`src/frx_defines.vh`:
```
`ifndef FRX_DEFINES_VH
`define FRX_DEFINES_VH

// ----------------------------------------
// Register byte offsets
// ----------------------------------------
`define FRX_OFS_CTRL 8'h00
`define FRX_OFS_GAIN 8'h04
`define FRX_OFS_AGC 8'h08
`define FRX_OFS_CLKDIV 8'h0C
`define FRX_OFS_CALDIV 8'h10
`define FRX_OFS_DEMOD 8'h14
`define FRX_OFS_STATUS 8'h18

// ----------------------------------------
// Control field positions
// ----------------------------------------
`define FRX_CTRL_TXRX 0
`define FRX_CTRL_AMPMODE 1
`define FRX_CTRL_MIXLIN 2
`define FRX_CTRL_LPFBW_LO 3
`define FRX_CTRL_CALGO 5
`define FRX_CTRL_OFSDIV_LO 6
`define FRX_CTRL_DEMSEL_LO 8
`define FRX_CTRL_AUTO_LO 10

// ----------------------------------------
// Reset values
// ----------------------------------------
`define FRX_RST_CTRL 12'h001
`define FRX_RST_GAIN 4'hB
`define FRX_RST_AGC_LOW 7'h1E
`define FRX_RST_AGC_HIGH 7'h46
`define FRX_RST_GAIN_LOOP_DELAY_COUNT 8'h0A
`define FRX_RST_SEQDIV 8'h14
`define FRX_RST_CDRDIV 16'h0028
`define FRX_RST_CALDIV 9'h0C8
`define FRX_RST_POSTBW 10'h057
`define FRX_RST_CORRBW 10'h009

// ----------------------------------------
// Codes and timing
// ----------------------------------------
`define FRX_DEM_LINEAR 2'h0
`define FRX_DEM_CORR 2'h1
`define FRX_AGC_STEPS 3'h5
`define FRX_CLK_MHZ 250
`define FRX_CAL_TIME_US 200
`define FRX_FLASH_LEVELS 80

`endif

```
`src/frx_demod.v`:
```
`timescale 1ns/1ps
`include "frx_defines.vh"

module frx_demod (
  aclk,
  aresetn,
  ce,
  i_sign,
  q_sign,
  demod_sel,
  corr_bw,
  post_bw,
  sliced
);
  input wire aclk;
  input wire aresetn;
  input wire ce;
  input wire i_sign;
  input wire q_sign;
  input wire [1:0] demod_sel;
  input wire [9:0] corr_bw;
  input wire [9:0] post_bw;
  output reg sliced;

  reg [1:0] quad_q;
  reg [9:0] win_q;
  reg [9:0] pos_q;
  reg [9:0] neg_q;
  reg signed [11:0] disc_q;
  reg signed [11:0] y1_q;
  reg signed [11:0] y2_q;
  wire [1:0] quad;
  wire [1:0] step;
  wire rot_pos;
  wire rot_neg;
  wire [9:0] pos_n;
  wire [9:0] neg_n;
  wire signed [11:0] x;
  wire signed [24:0] m1;
  wire signed [24:0] m2;

  // ----------------------------------------
  // Limited I/Q quadrant and rotation sense
  // ----------------------------------------
  // Sign pair is Gray coded around the circle
  assign quad = {q_sign, i_sign ^ q_sign};
  assign step = quad - quad_q;
  assign rot_pos = (step == 2'h1);
  assign rot_neg = (step == 2'h3);
  // Window closing sample still counts
  assign pos_n = pos_q + {9'h000, rot_pos};
  assign neg_n = neg_q + {9'h000, rot_neg};

  // Linear path takes the raw rotation, correlator path the held decision
  assign x = (demod_sel == `FRX_DEM_CORR) ? disc_q :
             (rot_pos ? 12'sh1FF : (rot_neg ? -12'sh1FF : 12'sh000));
  assign m1 = (x - y1_q) * $signed({1'b0, post_bw});
  assign m2 = (y1_q - y2_q) * $signed({1'b0, post_bw});

  always @(posedge aclk) begin
    if (!aresetn) begin
      quad_q <= 2'h0;
      win_q <= 10'h000;
      pos_q <= 10'h000;
      neg_q <= 10'h000;
      disc_q <= 12'sh000;
      y1_q <= 12'sh000;
      y2_q <= 12'sh000;
      sliced <= 1'b0;
    end else if (ce) begin
      quad_q <= quad;
      // Two correlators over a quarter period of the deviation
      if (win_q + 10'h001 >= corr_bw) begin
        win_q <= 10'h000;
        pos_q <= 10'h000;
        neg_q <= 10'h000;
        if (pos_n > neg_n) begin
          disc_q <= 12'sh1FF;
        end else if (neg_n > pos_n) begin
          disc_q <= -12'sh1FF;
        end
      end else begin
        win_q <= win_q + 10'h001;
        pos_q <= pos_n;
        neg_q <= neg_n;
      end
      // Second-order smoothing, two cascaded poles
      y1_q <= y1_q + m1[21:10];
      y2_q <= y2_q + m2[21:10];
      sliced <= (y2_q > 12'sh000);
    end
  end
endmodule // frx_demod

```
`src/frx_top.v`:
```
`timescale 1ns/1ps
`include "frx_defines.vh"

module frx_top #(
  parameter CAL_CYCLES = `FRX_CAL_TIME_US * `FRX_CLK_MHZ,
  parameter FLASH_LEVELS = `FRX_FLASH_LEVELS
) (
  input wire aclk,
  input wire aresetn,
  input wire ce,
  input wire [7:0] s_axi_awaddr,
  input wire s_axi_awvalid,
  output reg s_axi_awready,
  input wire [31:0] s_axi_wdata,
  input wire [3:0] s_axi_wstrb,
  input wire s_axi_wvalid,
  output reg s_axi_wready,
  output reg [1:0] s_axi_bresp,
  output reg s_axi_bvalid,
  input wire s_axi_bready,
  input wire [7:0] s_axi_araddr,
  input wire s_axi_arvalid,
  output reg s_axi_arready,
  output reg [31:0] s_axi_rdata,
  output reg [1:0] s_axi_rresp,
  output reg s_axi_rvalid,
  input wire s_axi_rready,
  input wire [FLASH_LEVELS-1:0] flash_therm,
  input wire bb_i_sign,
  input wire bb_q_sign,
  output reg rx_input_short_switch,
  output reg front_amp_power_mode,
  output reg mixer_linear_mode,
  output reg [1:0] lpf_bw_sel,
  output reg [8:0] lpf_cal_divider,
  output reg lpf_cal_busy,
  output reg [1:0] front_amp_gain_level,
  output reg [1:0] filter_gain_level,
  output reg offset_correction_clock,
  output reg rx_data,
  output reg rx_clk
);

  // ----------------------------------------
  // Registers
  // ----------------------------------------
  reg [11:0] ctrl_q;
  reg [3:0] gain_q;
  reg [6:0] agc_low_q;
  reg [6:0] agc_high_q;
  reg [7:0] gain_loop_delay_count_q;
  reg [7:0] sequencer_clock_divider_q;
  reg [15:0] cdr_div_q;
  reg [9:0] post_bw_q;
  reg [9:0] correlator_bandwidth_setting_q;
  reg [7:0] awaddr_q;
  reg aw_full_q;
  reg [31:0] wdata_q;
  reg [3:0] wstrb_q;
  reg w_full_q;
  reg [6:0] strength_code_q;
  reg [2:0] agc_idx_q;
  reg agc_wait_q;
  reg [15:0] agc_cnt_q;
  reg [15:0] cal_cnt_q;
  reg [3:0] ofs_cnt_q;
  reg [1:0] ofs_sel_q;
  reg [15:0] cdr_cnt_q;
  reg [4:0] phase_q;
  reg prev_bit_q;
  reg [FLASH_LEVELS-1:0] therm_m_q;
  reg [FLASH_LEVELS-1:0] therm_q;
  reg [1:0] iq_m_q;
  reg [1:0] iq_q;
  reg [31:0] rd_d;
  reg [6:0] ones_d;
  reg [1:0] amp_d;
  reg [1:0] fgain_d;
  reg ofs_d;
  wire agc_on;
  wire wr_go;
  wire cal_go;
  wire sliced;
  wire cdr_tick;
  wire [15:0] wait_len;
  integer k;

  assign agc_on = &ctrl_q[`FRX_CTRL_AUTO_LO +: 2];
  assign wr_go = aw_full_q && w_full_q && !s_axi_bvalid;
  assign cal_go = wr_go && (awaddr_q == `FRX_OFS_CTRL) && wstrb_q[0] && wdata_q[`FRX_CTRL_CALGO];
  assign wait_len = gain_loop_delay_count_q * sequencer_clock_divider_q;
  assign cdr_tick = (cdr_cnt_q + 16'h0001 >= cdr_div_q);

  // ----------------------------------------
  // Pin synchronisers
  // ----------------------------------------
  always @(posedge aclk) begin
    if (!aresetn) begin
      therm_m_q <= {FLASH_LEVELS{1'b0}};
      therm_q <= {FLASH_LEVELS{1'b0}};
      iq_m_q <= 2'h0;
      iq_q <= 2'h0;
    end else if (ce) begin
      therm_m_q <= flash_therm;
      therm_q <= therm_m_q;
      iq_m_q <= {bb_i_sign, bb_q_sign};
      iq_q <= iq_m_q;
    end
  end

  // ----------------------------------------
  // Flash code and gain mapping
  // ----------------------------------------
  always @* begin
    ones_d = 7'h00;
    for (k = 0; k < FLASH_LEVELS; k = k + 1) begin
      ones_d = ones_d + {6'h00, therm_q[k]};
    end
    // Ladder of six gain states, five changes
    case (agc_idx_q)
      3'h0: begin
        amp_d = 2'h3;
        fgain_d = 2'h2;
      end
      3'h1: begin
        amp_d = 2'h2;
        fgain_d = 2'h2;
      end
      3'h2: begin
        amp_d = 2'h2;
        fgain_d = 2'h1;
      end
      3'h3: begin
        amp_d = 2'h2;
        fgain_d = 2'h0;
      end
      3'h4: begin
        amp_d = 2'h1;
        fgain_d = 2'h0;
      end
      default: begin
        amp_d = 2'h0;
        fgain_d = 2'h0;
      end
    endcase
    if (!agc_on) begin
      amp_d = gain_q[1:0];
      fgain_d = (gain_q[3:2] == 2'h3) ? 2'h2 : gain_q[3:2];
    end
    case (ofs_sel_q)
      2'h0: ofs_d = ofs_cnt_q[1];
      2'h1: ofs_d = ofs_cnt_q[2];
      default: ofs_d = ofs_cnt_q[3];
    endcase
  end

  // ----------------------------------------
  // Read mux
  // ----------------------------------------
  always @* begin
    rd_d = 32'h0000_0000;
    case (s_axi_araddr)
      `FRX_OFS_CTRL: rd_d = {20'h00000, ctrl_q};
      `FRX_OFS_GAIN: rd_d = {28'h0000000, gain_q};
      `FRX_OFS_AGC: rd_d = {10'h000, gain_loop_delay_count_q, agc_high_q, agc_low_q};
      `FRX_OFS_CLKDIV: rd_d = {8'h00, cdr_div_q, sequencer_clock_divider_q};
      `FRX_OFS_CALDIV: rd_d = {23'h000000, lpf_cal_divider};
      `FRX_OFS_DEMOD: rd_d = {12'h000, correlator_bandwidth_setting_q, post_bw_q};
      `FRX_OFS_STATUS: rd_d = {18'h00000, rx_data, lpf_cal_busy, filter_gain_level,
                               front_amp_gain_level, strength_code_q, 1'b0};
      default: rd_d = 32'h0000_0000;
    endcase
  end

  // ----------------------------------------
  // AXI4-Lite slave
  // ----------------------------------------
  always @(posedge aclk) begin
    if (!aresetn) begin
      s_axi_awready <= 1'b0;
      s_axi_wready <= 1'b0;
      s_axi_bvalid <= 1'b0;
      s_axi_bresp <= 2'h0;
      s_axi_arready <= 1'b0;
      s_axi_rvalid <= 1'b0;
      s_axi_rresp <= 2'h0;
      s_axi_rdata <= 32'h0000_0000;
      awaddr_q <= 8'h00;
      aw_full_q <= 1'b0;
      wdata_q <= 32'h0000_0000;
      wstrb_q <= 4'h0;
      w_full_q <= 1'b0;
    end else if (ce) begin
      s_axi_awready <= !aw_full_q && !s_axi_bvalid && !(s_axi_awvalid && s_axi_awready);
      s_axi_wready <= !w_full_q && !s_axi_bvalid && !(s_axi_wvalid && s_axi_wready);
      if (s_axi_awvalid && s_axi_awready) begin
        awaddr_q <= s_axi_awaddr;
        aw_full_q <= 1'b1;
      end
      if (s_axi_wvalid && s_axi_wready) begin
        wdata_q <= s_axi_wdata;
        wstrb_q <= s_axi_wstrb;
        w_full_q <= 1'b1;
      end
      if (wr_go) begin
        s_axi_bvalid <= 1'b1;
        s_axi_bresp <= (awaddr_q > `FRX_OFS_DEMOD || awaddr_q[1:0] != 2'h0) ? 2'h2 : 2'h0;
        aw_full_q <= 1'b0;
        w_full_q <= 1'b0;
      end else if (s_axi_bvalid && s_axi_bready) begin
        s_axi_bvalid <= 1'b0;
      end
      s_axi_arready <= !s_axi_rvalid && !(s_axi_arvalid && s_axi_arready);
      if (s_axi_arvalid && s_axi_arready) begin
        s_axi_rvalid <= 1'b1;
        s_axi_rdata <= rd_d;
        s_axi_rresp <= (s_axi_araddr > `FRX_OFS_STATUS || s_axi_araddr[1:0] != 2'h0) ? 2'h2 : 2'h0;
      end else if (s_axi_rvalid && s_axi_rready) begin
        s_axi_rvalid <= 1'b0;
      end
    end
  end

  // ----------------------------------------
  // Register writes
  // ----------------------------------------
  always @(posedge aclk) begin
    if (!aresetn) begin
      ctrl_q <= `FRX_RST_CTRL;
      gain_q <= `FRX_RST_GAIN;
      agc_low_q <= `FRX_RST_AGC_LOW;
      agc_high_q <= `FRX_RST_AGC_HIGH;
      gain_loop_delay_count_q <= `FRX_RST_GAIN_LOOP_DELAY_COUNT;
      sequencer_clock_divider_q <= `FRX_RST_SEQDIV;
      cdr_div_q <= `FRX_RST_CDRDIV;
      lpf_cal_divider <= `FRX_RST_CALDIV;
      post_bw_q <= `FRX_RST_POSTBW;
      correlator_bandwidth_setting_q <= `FRX_RST_CORRBW;
    end else if (ce) begin
      if (wr_go && wstrb_q == 4'hF) begin
        case (awaddr_q)
          `FRX_OFS_CTRL: ctrl_q <= wdata_q[11:0] & 12'hFDF;
          `FRX_OFS_GAIN: gain_q <= wdata_q[3:0];
          `FRX_OFS_AGC: begin
            agc_low_q <= wdata_q[6:0];
            agc_high_q <= wdata_q[13:7];
            gain_loop_delay_count_q <= wdata_q[21:14];
          end
          `FRX_OFS_CLKDIV: begin
            sequencer_clock_divider_q <= wdata_q[7:0];
            cdr_div_q <= wdata_q[23:8];
          end
          `FRX_OFS_CALDIV: lpf_cal_divider <= wdata_q[8:0];
          `FRX_OFS_DEMOD: begin
            post_bw_q <= wdata_q[9:0];
            correlator_bandwidth_setting_q <= wdata_q[19:10];
          end
          default: ctrl_q <= ctrl_q;
        endcase
      end
    end
  end

  // ----------------------------------------
  // Front end, calibration, offset clock
  // ----------------------------------------
  always @(posedge aclk) begin
    if (!aresetn) begin
      rx_input_short_switch <= 1'b0;
      front_amp_power_mode <= 1'b0;
      mixer_linear_mode <= 1'b0;
      lpf_bw_sel <= 2'h0;
      lpf_cal_busy <= 1'b0;
      cal_cnt_q <= 16'h0000;
      ofs_cnt_q <= 4'h0;
      ofs_sel_q <= 2'h0;
      offset_correction_clock <= 1'b0;
    end else if (ce) begin
      rx_input_short_switch <= !ctrl_q[`FRX_CTRL_TXRX];
      front_amp_power_mode <= ctrl_q[`FRX_CTRL_AMPMODE];
      mixer_linear_mode <= ctrl_q[`FRX_CTRL_MIXLIN];
      lpf_bw_sel <= ctrl_q[`FRX_CTRL_LPFBW_LO +: 2];
      if (cal_go && !lpf_cal_busy) begin
        lpf_cal_busy <= 1'b1;
        cal_cnt_q <= CAL_CYCLES[15:0] - 16'h0001;
      end else if (lpf_cal_busy) begin
        if (cal_cnt_q == 16'h0000) begin
          lpf_cal_busy <= 1'b0;
        end else begin
          cal_cnt_q <= cal_cnt_q - 16'h0001;
        end
      end
      ofs_cnt_q <= ofs_cnt_q + 4'h1;
      // Divider change only at counter wrap, no short half period
      if (ofs_cnt_q == 4'hF) begin
        ofs_sel_q <= ctrl_q[`FRX_CTRL_OFSDIV_LO +: 2];
      end
      offset_correction_clock <= ofs_d;
    end
  end

  // ----------------------------------------
  // Gain loop
  // ----------------------------------------
  always @(posedge aclk) begin
    if (!aresetn) begin
      strength_code_q <= 7'h00;
      agc_idx_q <= 3'h0;
      agc_wait_q <= 1'b0;
      agc_cnt_q <= 16'h0000;
      front_amp_gain_level <= 2'h3;
      filter_gain_level <= 2'h2;
    end else if (ce) begin
      strength_code_q <= ones_d;
      front_amp_gain_level <= amp_d;
      filter_gain_level <= fgain_d;
      if (!agc_on) begin
        agc_idx_q <= 3'h0;
        agc_wait_q <= 1'b0;
      end else if (agc_wait_q) begin
        agc_cnt_q <= agc_cnt_q - 16'h0001;
        if (agc_cnt_q <= 16'h0001) begin
          agc_wait_q <= 1'b0;
        end
      end else if (strength_code_q > agc_high_q && agc_idx_q < `FRX_AGC_STEPS) begin
        agc_idx_q <= agc_idx_q + 3'h1;
        agc_wait_q <= 1'b1;
        agc_cnt_q <= wait_len;
      end else if (strength_code_q < agc_low_q && agc_idx_q != 3'h0) begin
        agc_idx_q <= agc_idx_q - 3'h1;
        agc_wait_q <= 1'b1;
        agc_cnt_q <= wait_len;
      end
    end
  end

  // ----------------------------------------
  // Demodulator
  // ----------------------------------------
  frx_demod u_demod (
    .aclk(aclk),
    .aresetn(aresetn),
    .ce(ce),
    .i_sign(iq_q[1]),
    .q_sign(iq_q[0]),
    .demod_sel(ctrl_q[`FRX_CTRL_DEMSEL_LO +: 2]),
    .corr_bw(correlator_bandwidth_setting_q),
    .post_bw(post_bw_q),
    .sliced(sliced)
  );

  // ----------------------------------------
  // Bit recovery loop
  // ----------------------------------------
  always @(posedge aclk) begin
    if (!aresetn) begin
      cdr_cnt_q <= 16'h0000;
      phase_q <= 5'h00;
      prev_bit_q <= 1'b0;
      rx_data <= 1'b0;
      rx_clk <= 1'b0;
    end else if (ce) begin
      cdr_cnt_q <= cdr_tick ? 16'h0000 : cdr_cnt_q + 16'h0001;
      if (cdr_tick) begin
        prev_bit_q <= sliced;
        // Nudge phase one step toward the data edge
        if (sliced != prev_bit_q && phase_q != 5'h00) begin
          phase_q <= phase_q[4] ? phase_q + 5'h02 : phase_q;
        end else begin
          phase_q <= phase_q + 5'h01;
        end
        if (phase_q == 5'h10) begin
          rx_data <= sliced;
        end
        rx_clk <= phase_q[4];
      end
    end
  end
endmodule // frx_top

```
`config.mk`:
```
export PLATFORM = sky130hd
export DESIGN_NAME = frx_top
export DESIGN_NICKNAME = d
export VERILOG_FILES = /design/src/frx_demod.v /design/src/frx_top.v
export VERILOG_INCLUDE_DIRS = /design/src /design/src/src
export SDC_FILE = /design/constraint.sdc
export NUM_CORES = 2
export LEC_CHECK = 0
export ABC_AREA = 1
export BUFFER_PORTS_ARGS = -buffer_cell sky130_fd_sc_hd__buf_2
export CAP_MARGIN = 40
export CORE_AREA = 2 2 181 360
export CTS_CLUSTER_DIAMETER = 120
export DETAILED_ROUTE_END_ITERATION = 7
export DIE_AREA = 0 0 183 362
export PLACE_DENSITY = 0.73
export SYNTH_ARGS = -nofsm -noshare
export SYNTH_HDL_FRONTEND = slang
export SYNTH_SLANG_ARGS = --single-unit
```
`constraint.sdc`:
```
create_clock -name aclk -period 11.2 [get_ports aclk]
set_input_delay 2.24 -clock aclk [delete_from_list [all_inputs] [get_ports aclk]]
set_output_delay 2.24 -clock aclk [all_outputs]
set_load 0.02 [all_outputs]
```
== Yosys cells after proc, flatten, opt, wreduce, memory -nomap -nowiden ==
Cells that the tools add are included.
Storage, ports and cells
  flip-flop bits (word level): 486
  input bits: 142
  output and inout port bits: 63
  word-level logic and storage cells: 312
Operators by class
  $add $sub $neg: 95
  multipliers: 3
  order comparisons: 11
  equality and inequality tests: 28
  muxes and demuxes: 46
  bitwise logic cells: 1
  reduce and logical (&&, ||, !) cells: 72
Operator list (count)
  $add A7 B1 Y7: 73
  $pmux W24 S7: 1
  $mux W16: 7
  $mux W12: 5
  $mul A25 B11 Y22: 2
  $eq A8 B5 Y1 const B: 5
  $reduce_and A3 Y1: 11
  $eq A8 B4 Y1 const B: 4
  $sub A16 B1 Y16 const B: 2
  $mux W10: 3
  $sub A12 B12 Y13: 2
  $add A12 B12 Y12: 2
  $reduce_and A2 Y1: 11
  $add A10 B1 Y10: 2
  $gt A10 B10 Y1: 2
  $logic_and A1 B1 Y1: 20
  $add A16 B1 Y16 const B: 1
  $eq A8 B3 Y1 const B: 2
  $ge A16 B16 Y1: 1
  $gt A8 B5 Y1 const B: 2
  $le A16 B1 Y1 const B: 1
  $logic_not A16 Y1: 1
  $logic_not A8 Y1: 2
  $mul A8 B8 Y16: 1
  46 further kinds: 93

== Longest topological paths before layout ==
  depth after elaboration: 79
  gate-level depth with buffers: 53
  gate-level depth less buffers: 53

== Modules after synthesis ==
From an unflattened synthesis, not the netlist that was laid out.
Second synthesis, totals
  cells, all modules: 4826
  area, all modules: 36318.6 µm²
By module, submodules not included
  frx_top: times used 1, cells an instance 2875, area each 21715.8 µm², sequential area each 8147.8 µm²
  frx_demod: times used 1, cells an instance 1951, area each 14602.8 µm², sequential area each 1201.2 µm²

== Worst setup path after synthesis ==
OpenSTA, ideal clock, no wires.
  kind: reg2reg
  start point: reg iq_q[0]
  end point: reg u_demod.y1_q[11]
  setup time: 0.064 ns
  arrival time: 8.639 ns
  required time: 11.136 ns
  setup slack: 2.497 ns
  stages on the path, launching flop included: 52
  buffers on the path: 0
  period minus slack after synthesis: 8.703 ns
  path through: dfxtp_1 -> xor2_1 -> inv_1 -> ha_1 -> nor2_1 -> inv_1 -> o21ai_0 -> ha_1 -> a21oi_1 -> nor2_1 -> a211oi_1 -> o21ai_0 -> a21oi_1 -> o21bai_1 -> or2_2 -> nand2_1 -> inv_1 -> nand2_1 -> [... 16 more ...] -> nand2_1 -> nand2_1 -> nand2_1 -> a21oi_1 -> xor2_1 -> ha_1 -> nand2_1 -> nor2_1 -> nand2_1 -> o211ai_1 -> a31oi_1 -> inv_1 -> nand2_1 -> nand2_1 -> nand2_1 -> nand3_1 -> and2_1 -> nor2_1
On the way
  cells in the longest elaborated chain, start to end: 9
  elaborated cells on any way between the ends: 10
  those cells by class: add/sub (3); mul (1); eq/ne (2); mux (3); bitwise (1)
Ends and longest elaborated chain
  start, declared: RTL line frx_top.v:74  | reg [1:0] iq_q;
  start signal, assigned: RTL line frx_top.v:107  | iq_q <= iq_m_q;
  $xor A1 B1 Y1: RTL line frx_demod.v:46  | assign quad = {q_sign, i_sign ^ q_sign};
  $sub A2 B2 Y2 *: RTL line frx_demod.v:47  | assign step = quad - quad_q;
  $eq A2 B2 Y1: RTL line frx_demod.v:49  | assign rot_neg = (step == 2'h3);
  $mux W12: RTL line frx_demod.v:56  | (rot_pos ? 12'sh1FF : (rot_neg ? -12'sh1FF : 12'sh000));
  $mux W12 *: RTL line frx_demod.v:56
  $mux W12 *: RTL line frx_demod.v:55  | assign x = (demod_sel == `FRX_DEM_CORR) ? disc_q :
  $sub A12 B12 Y13 *: RTL line frx_demod.v:57  | assign m1 = (x - y1_q) * $signed({1'b0, post_bw});
  $mul A25 B11 Y22 *: RTL line frx_demod.v:57
  $add A12 B12 Y12 *: RTL line frx_demod.v:88  | y1_q <= y1_q + m1[21:10];
  end signal, assigned: RTL line frx_demod.v:88
  end, declared: RTL line frx_demod.v:30  | reg signed [11:0] y1_q;
Mark *: on every way between the ends. The rest lies on a longest branch, timed or not.
A chain may end at the register's enable or synchronous reset.

== Worst setup path after layout ==
Ends and elaborated chain as after synthesis.

==> reports/qor_table.md <==
| Parameter | Value | Unit |
|---|---|---|
| Syn-to-layout area delta | 8.22 | % |
| Number of max-slew violations in the final report | 0 | - |
| Data arrival time of the critical path | 10.02 | ns |
| Post-synthesis average cell area | 7.69 | µm² |
| Via total after detailed routing | 30.2k | - |
| Final count of negative-setup-slack endpoints | 0 | - |
| Worst path slowest cell | fa_1 | - |
| Die Span X | 183 | µm |
| Number of placement rows | 131 | - |
| Post-route minimum period | 9.51 | ns |
| Die outline height | 362 | µm |
| Maximum fanout along the worst path | 9 | - |
| Maximum single-stage delay on the critical path | 0.50 | ns |
| Gate count of the mapped netlist | 4571 | - |
| Global-route wire length before repair | 154000 | µm |
| Cell chosen for the clock root | clkbuf_16 | - |
| Gr usage total | 0.297 | - |
| Startpoint type of the worst setup path | register | - |
| Post-route standard cell area excluding fillers | 38100 | µm² |
| Cells on Worst Hold Path | 2 | - |
| Reported max-cap violation count | 0 | - |
| Worst-case reg-to-reg path depth | 51 | - |
| Post-placement worst setup slack | 1.75 | ns |
| Die area | 66200 | µm² |
| Warnings from Yosys | 0 | - |
| Upper clock frequency limit | 105 | MHz |
| Reg clk slew, reported paths | 0.07 | ns |
| Kind of capture point of the worst setup path | register | - |
| Number of vias per cell | 5.51 | - |
| Unrepaired setup endpoints after global routing | false | - |
| H-tree levels | 2 | - |
| Worst max-slew margin expressed relative to the limit | 0.398 | - |
| Synth cell types | 58 | - |
| Register-to-register path setup slack | 1.69 | ns |
| Hold-fix buffers at CTS | 0 | - |
| Setup TNS | 0 | ns |
| Port bufs | 186 | - |
| Number of fill cells | 5963 | - |
| DRC violation total after the first TritonRoute iteration | 1812 | - |
| IO Count | 205 | - |
| Setup Buffers After CTS | 0 | - |
| Post-synthesis sequential element count | 467 | - |
| Number of global-route vias before repair | 30.0k | - |
| Worst clock skew | 0.0288 | ns |
| Area of combinational cells with multiple inputs | 21900 | µm² |
| Congestion Overflow GR | 0 | - |
| Core footprint | 63600 | µm² |
| Async set-or-reset flop fraction in the synthesized netlist | 0 | - |
| TritonCTS clock tree | done | - |
| Final worst slack | 1.69 | ns |
| Largest net degree at the start of global routing | 193 | - |
| Number of buffers between clock root and the deepest sink | 3 | - |
| Crit path kind | register to register | - |
| Setup crit start | iq_q[0] | - |
| Final routed DRC violation total | 0 | - |
| Combined area of all synthesized cells | 35200 | µm² |
| DP Wirelength | 75500 | µm |
| Number of routed nets with antenna violations | 0 | - |
| Source-to-sink clock delay at the later pin of the worst-skew pair | 0.58 | ns |
| Cell Area, Placed | 36700 | µm² |
| Post-cts repair resize count | 0 | - |
| Result of the run | complete, no violations | - |
| Actual transition at the worst max-transition pin | 0.902 | ns |
| # nets final | 5386 | - |
| Top library cells by usage in the layout, fill and taps aside | inv_1 (840), nand2_1 (628), nor2_1 (547), dfxtp_1 (467), o21ai_0 (423) | - |
| Number of clock buffers inserted by TritonCTS | 42 | - |
| Leading cell type in the layout, fill and taps excluded | inv_1 | - |
| Number of enable-type register cells in the synthesized netlist | 0 | - |
| Num Clock Sinks | 467 | - |
| Hold violation count in the final report | 0 | - |
| R2r startpoint | iq_q[0] | - |
| Required time at the endpoint of the critical path | 11.71 | ns |
| Pre-Repair DR Iteration Count | 5 | - |
| Final cycle utilization of the critical path | 0.849 | - |
| Drt total wl | 97300 | µm |
| Initial antenna violation count | 10 | - |
| Sequential standard cell area | 9350 | µm² |
| Beginning of the worst hold path | awaddr_q[5] | - |
| Starting density of the core | 0.553 | - |
| Routed wire per std cell | 17.8 | µm |
| Weighted congestion reported at the end of routability-driven placement | 0.944 | - |
| Fraction of layout cells with a size suffix above 1 | 0.0742 | - |
| Cell repeated most along the worst path | nand2_1 | - |
| Worst hold path type | register to register | - |
| Sequential cell area fraction in the yosys report | 0.266 | - |
| Commonest register cell after synthesis | dfxtp_1 | - |
## through the flow
step	utilization	hold WS, ns	instances
final	0.598	0.456	5475
after global placement	0.576	0.442	5395
after CTS	0.598	0.458	5474
after global routing	0.598	0.477	5475
after floorplan	-	0.426	4580
after detailed placement	0.577	0.449	5400
## kinds of logic after synthesis
kind of cell | synth area share
mux | 0.000285
compound gates | 0.147
simple gates | 0.160
xor+xnor | 0.0284
other cells | 0.000107
fa+ha+maj | 0.284
flops | 0.266
buf+inv | 0.114
## metal layers
layer  up-vias  routed length (µm)  global-route usage
met3       358                6610              0.0519
met4        18                7590               0.192
met2      1007               49300               0.538
met5         -                 101                   0
met1     14300               33700               0.314
li1      14500                   -                   -
## cell usage after synthesis (8+ instances only)
cell	number	area, µm²
a31oi_1	19	119
o21bai_1	8	60.1
fa_1	333	6670
a22oi_1	14	105
nor3_1	27	135
inv_1	841	3160
inv_2	9	33.8
o211ai_1	25	188
a21oi_1	394	1970
o21ai_0	423	2120
nand3_1	87	435
nand2_2	9	56.3
nor2_1	547	2050
xor2_1	83	727
a211oi_1	13	97.6
clkbuf_1	171	642
o221ai_1	9	78.8
dfxtp_1	467	9350
or2_2	17	106
nand4_1	21	131
buf_2	10	50.1
buf_4	11	82.6
ha_1	265	3320
xnor2_1	31	272
nor4_1	9	56.3
o22ai_1	13	81.3
nand2_1	628	2360
## flip-flops by register name, summed over array words and instances, names as in the netlist, 11 cells and up
signal        count
agc_cnt_q        16
wdata_q          24
ctrl_q           11
cdr_cnt_q        16
u_demod.y1_q     12
therm_m_q        80
u_demod.y2_q     12
cdr_div_q        16
s_axi_rdata      24
cal_cnt_q        16
therm_q          80
## worst max-delay path: cells and delay by family, from the launching register on
family	cells	cell delay (ns)
buffers and inverters	9	0.86
adders and majority gates	9	3.58
xor gates and xnor gates	2	0.33
DFF	1	0.39
AOI/OAI and AO/OA	13	2.23
and+or+nand+nor	18	2.07
## path summary, 6_finish.rpt
path                                    endpoint
worst min register to register       awaddr_q[5]
worst max register to register  u_demod.y1_q[11]
worst max-delay path            u_demod.y1_q[11]
worst min-delay path                 awaddr_q[5]
## final cells by class
cell class	instances	area share
multi-input combinational	3060	0.574
sequential	467	0.246
inverter	854	0.0845
timing repair buffer	221	0.0329
clock buffer	56	0.0319
tap	798	0.0262
clock inverter	18	0.00427
antenna	1	0.0000658
Power is not shown: default switching activity piles up to over one toggle a cycle in this logic, so the estimate is an artifact.
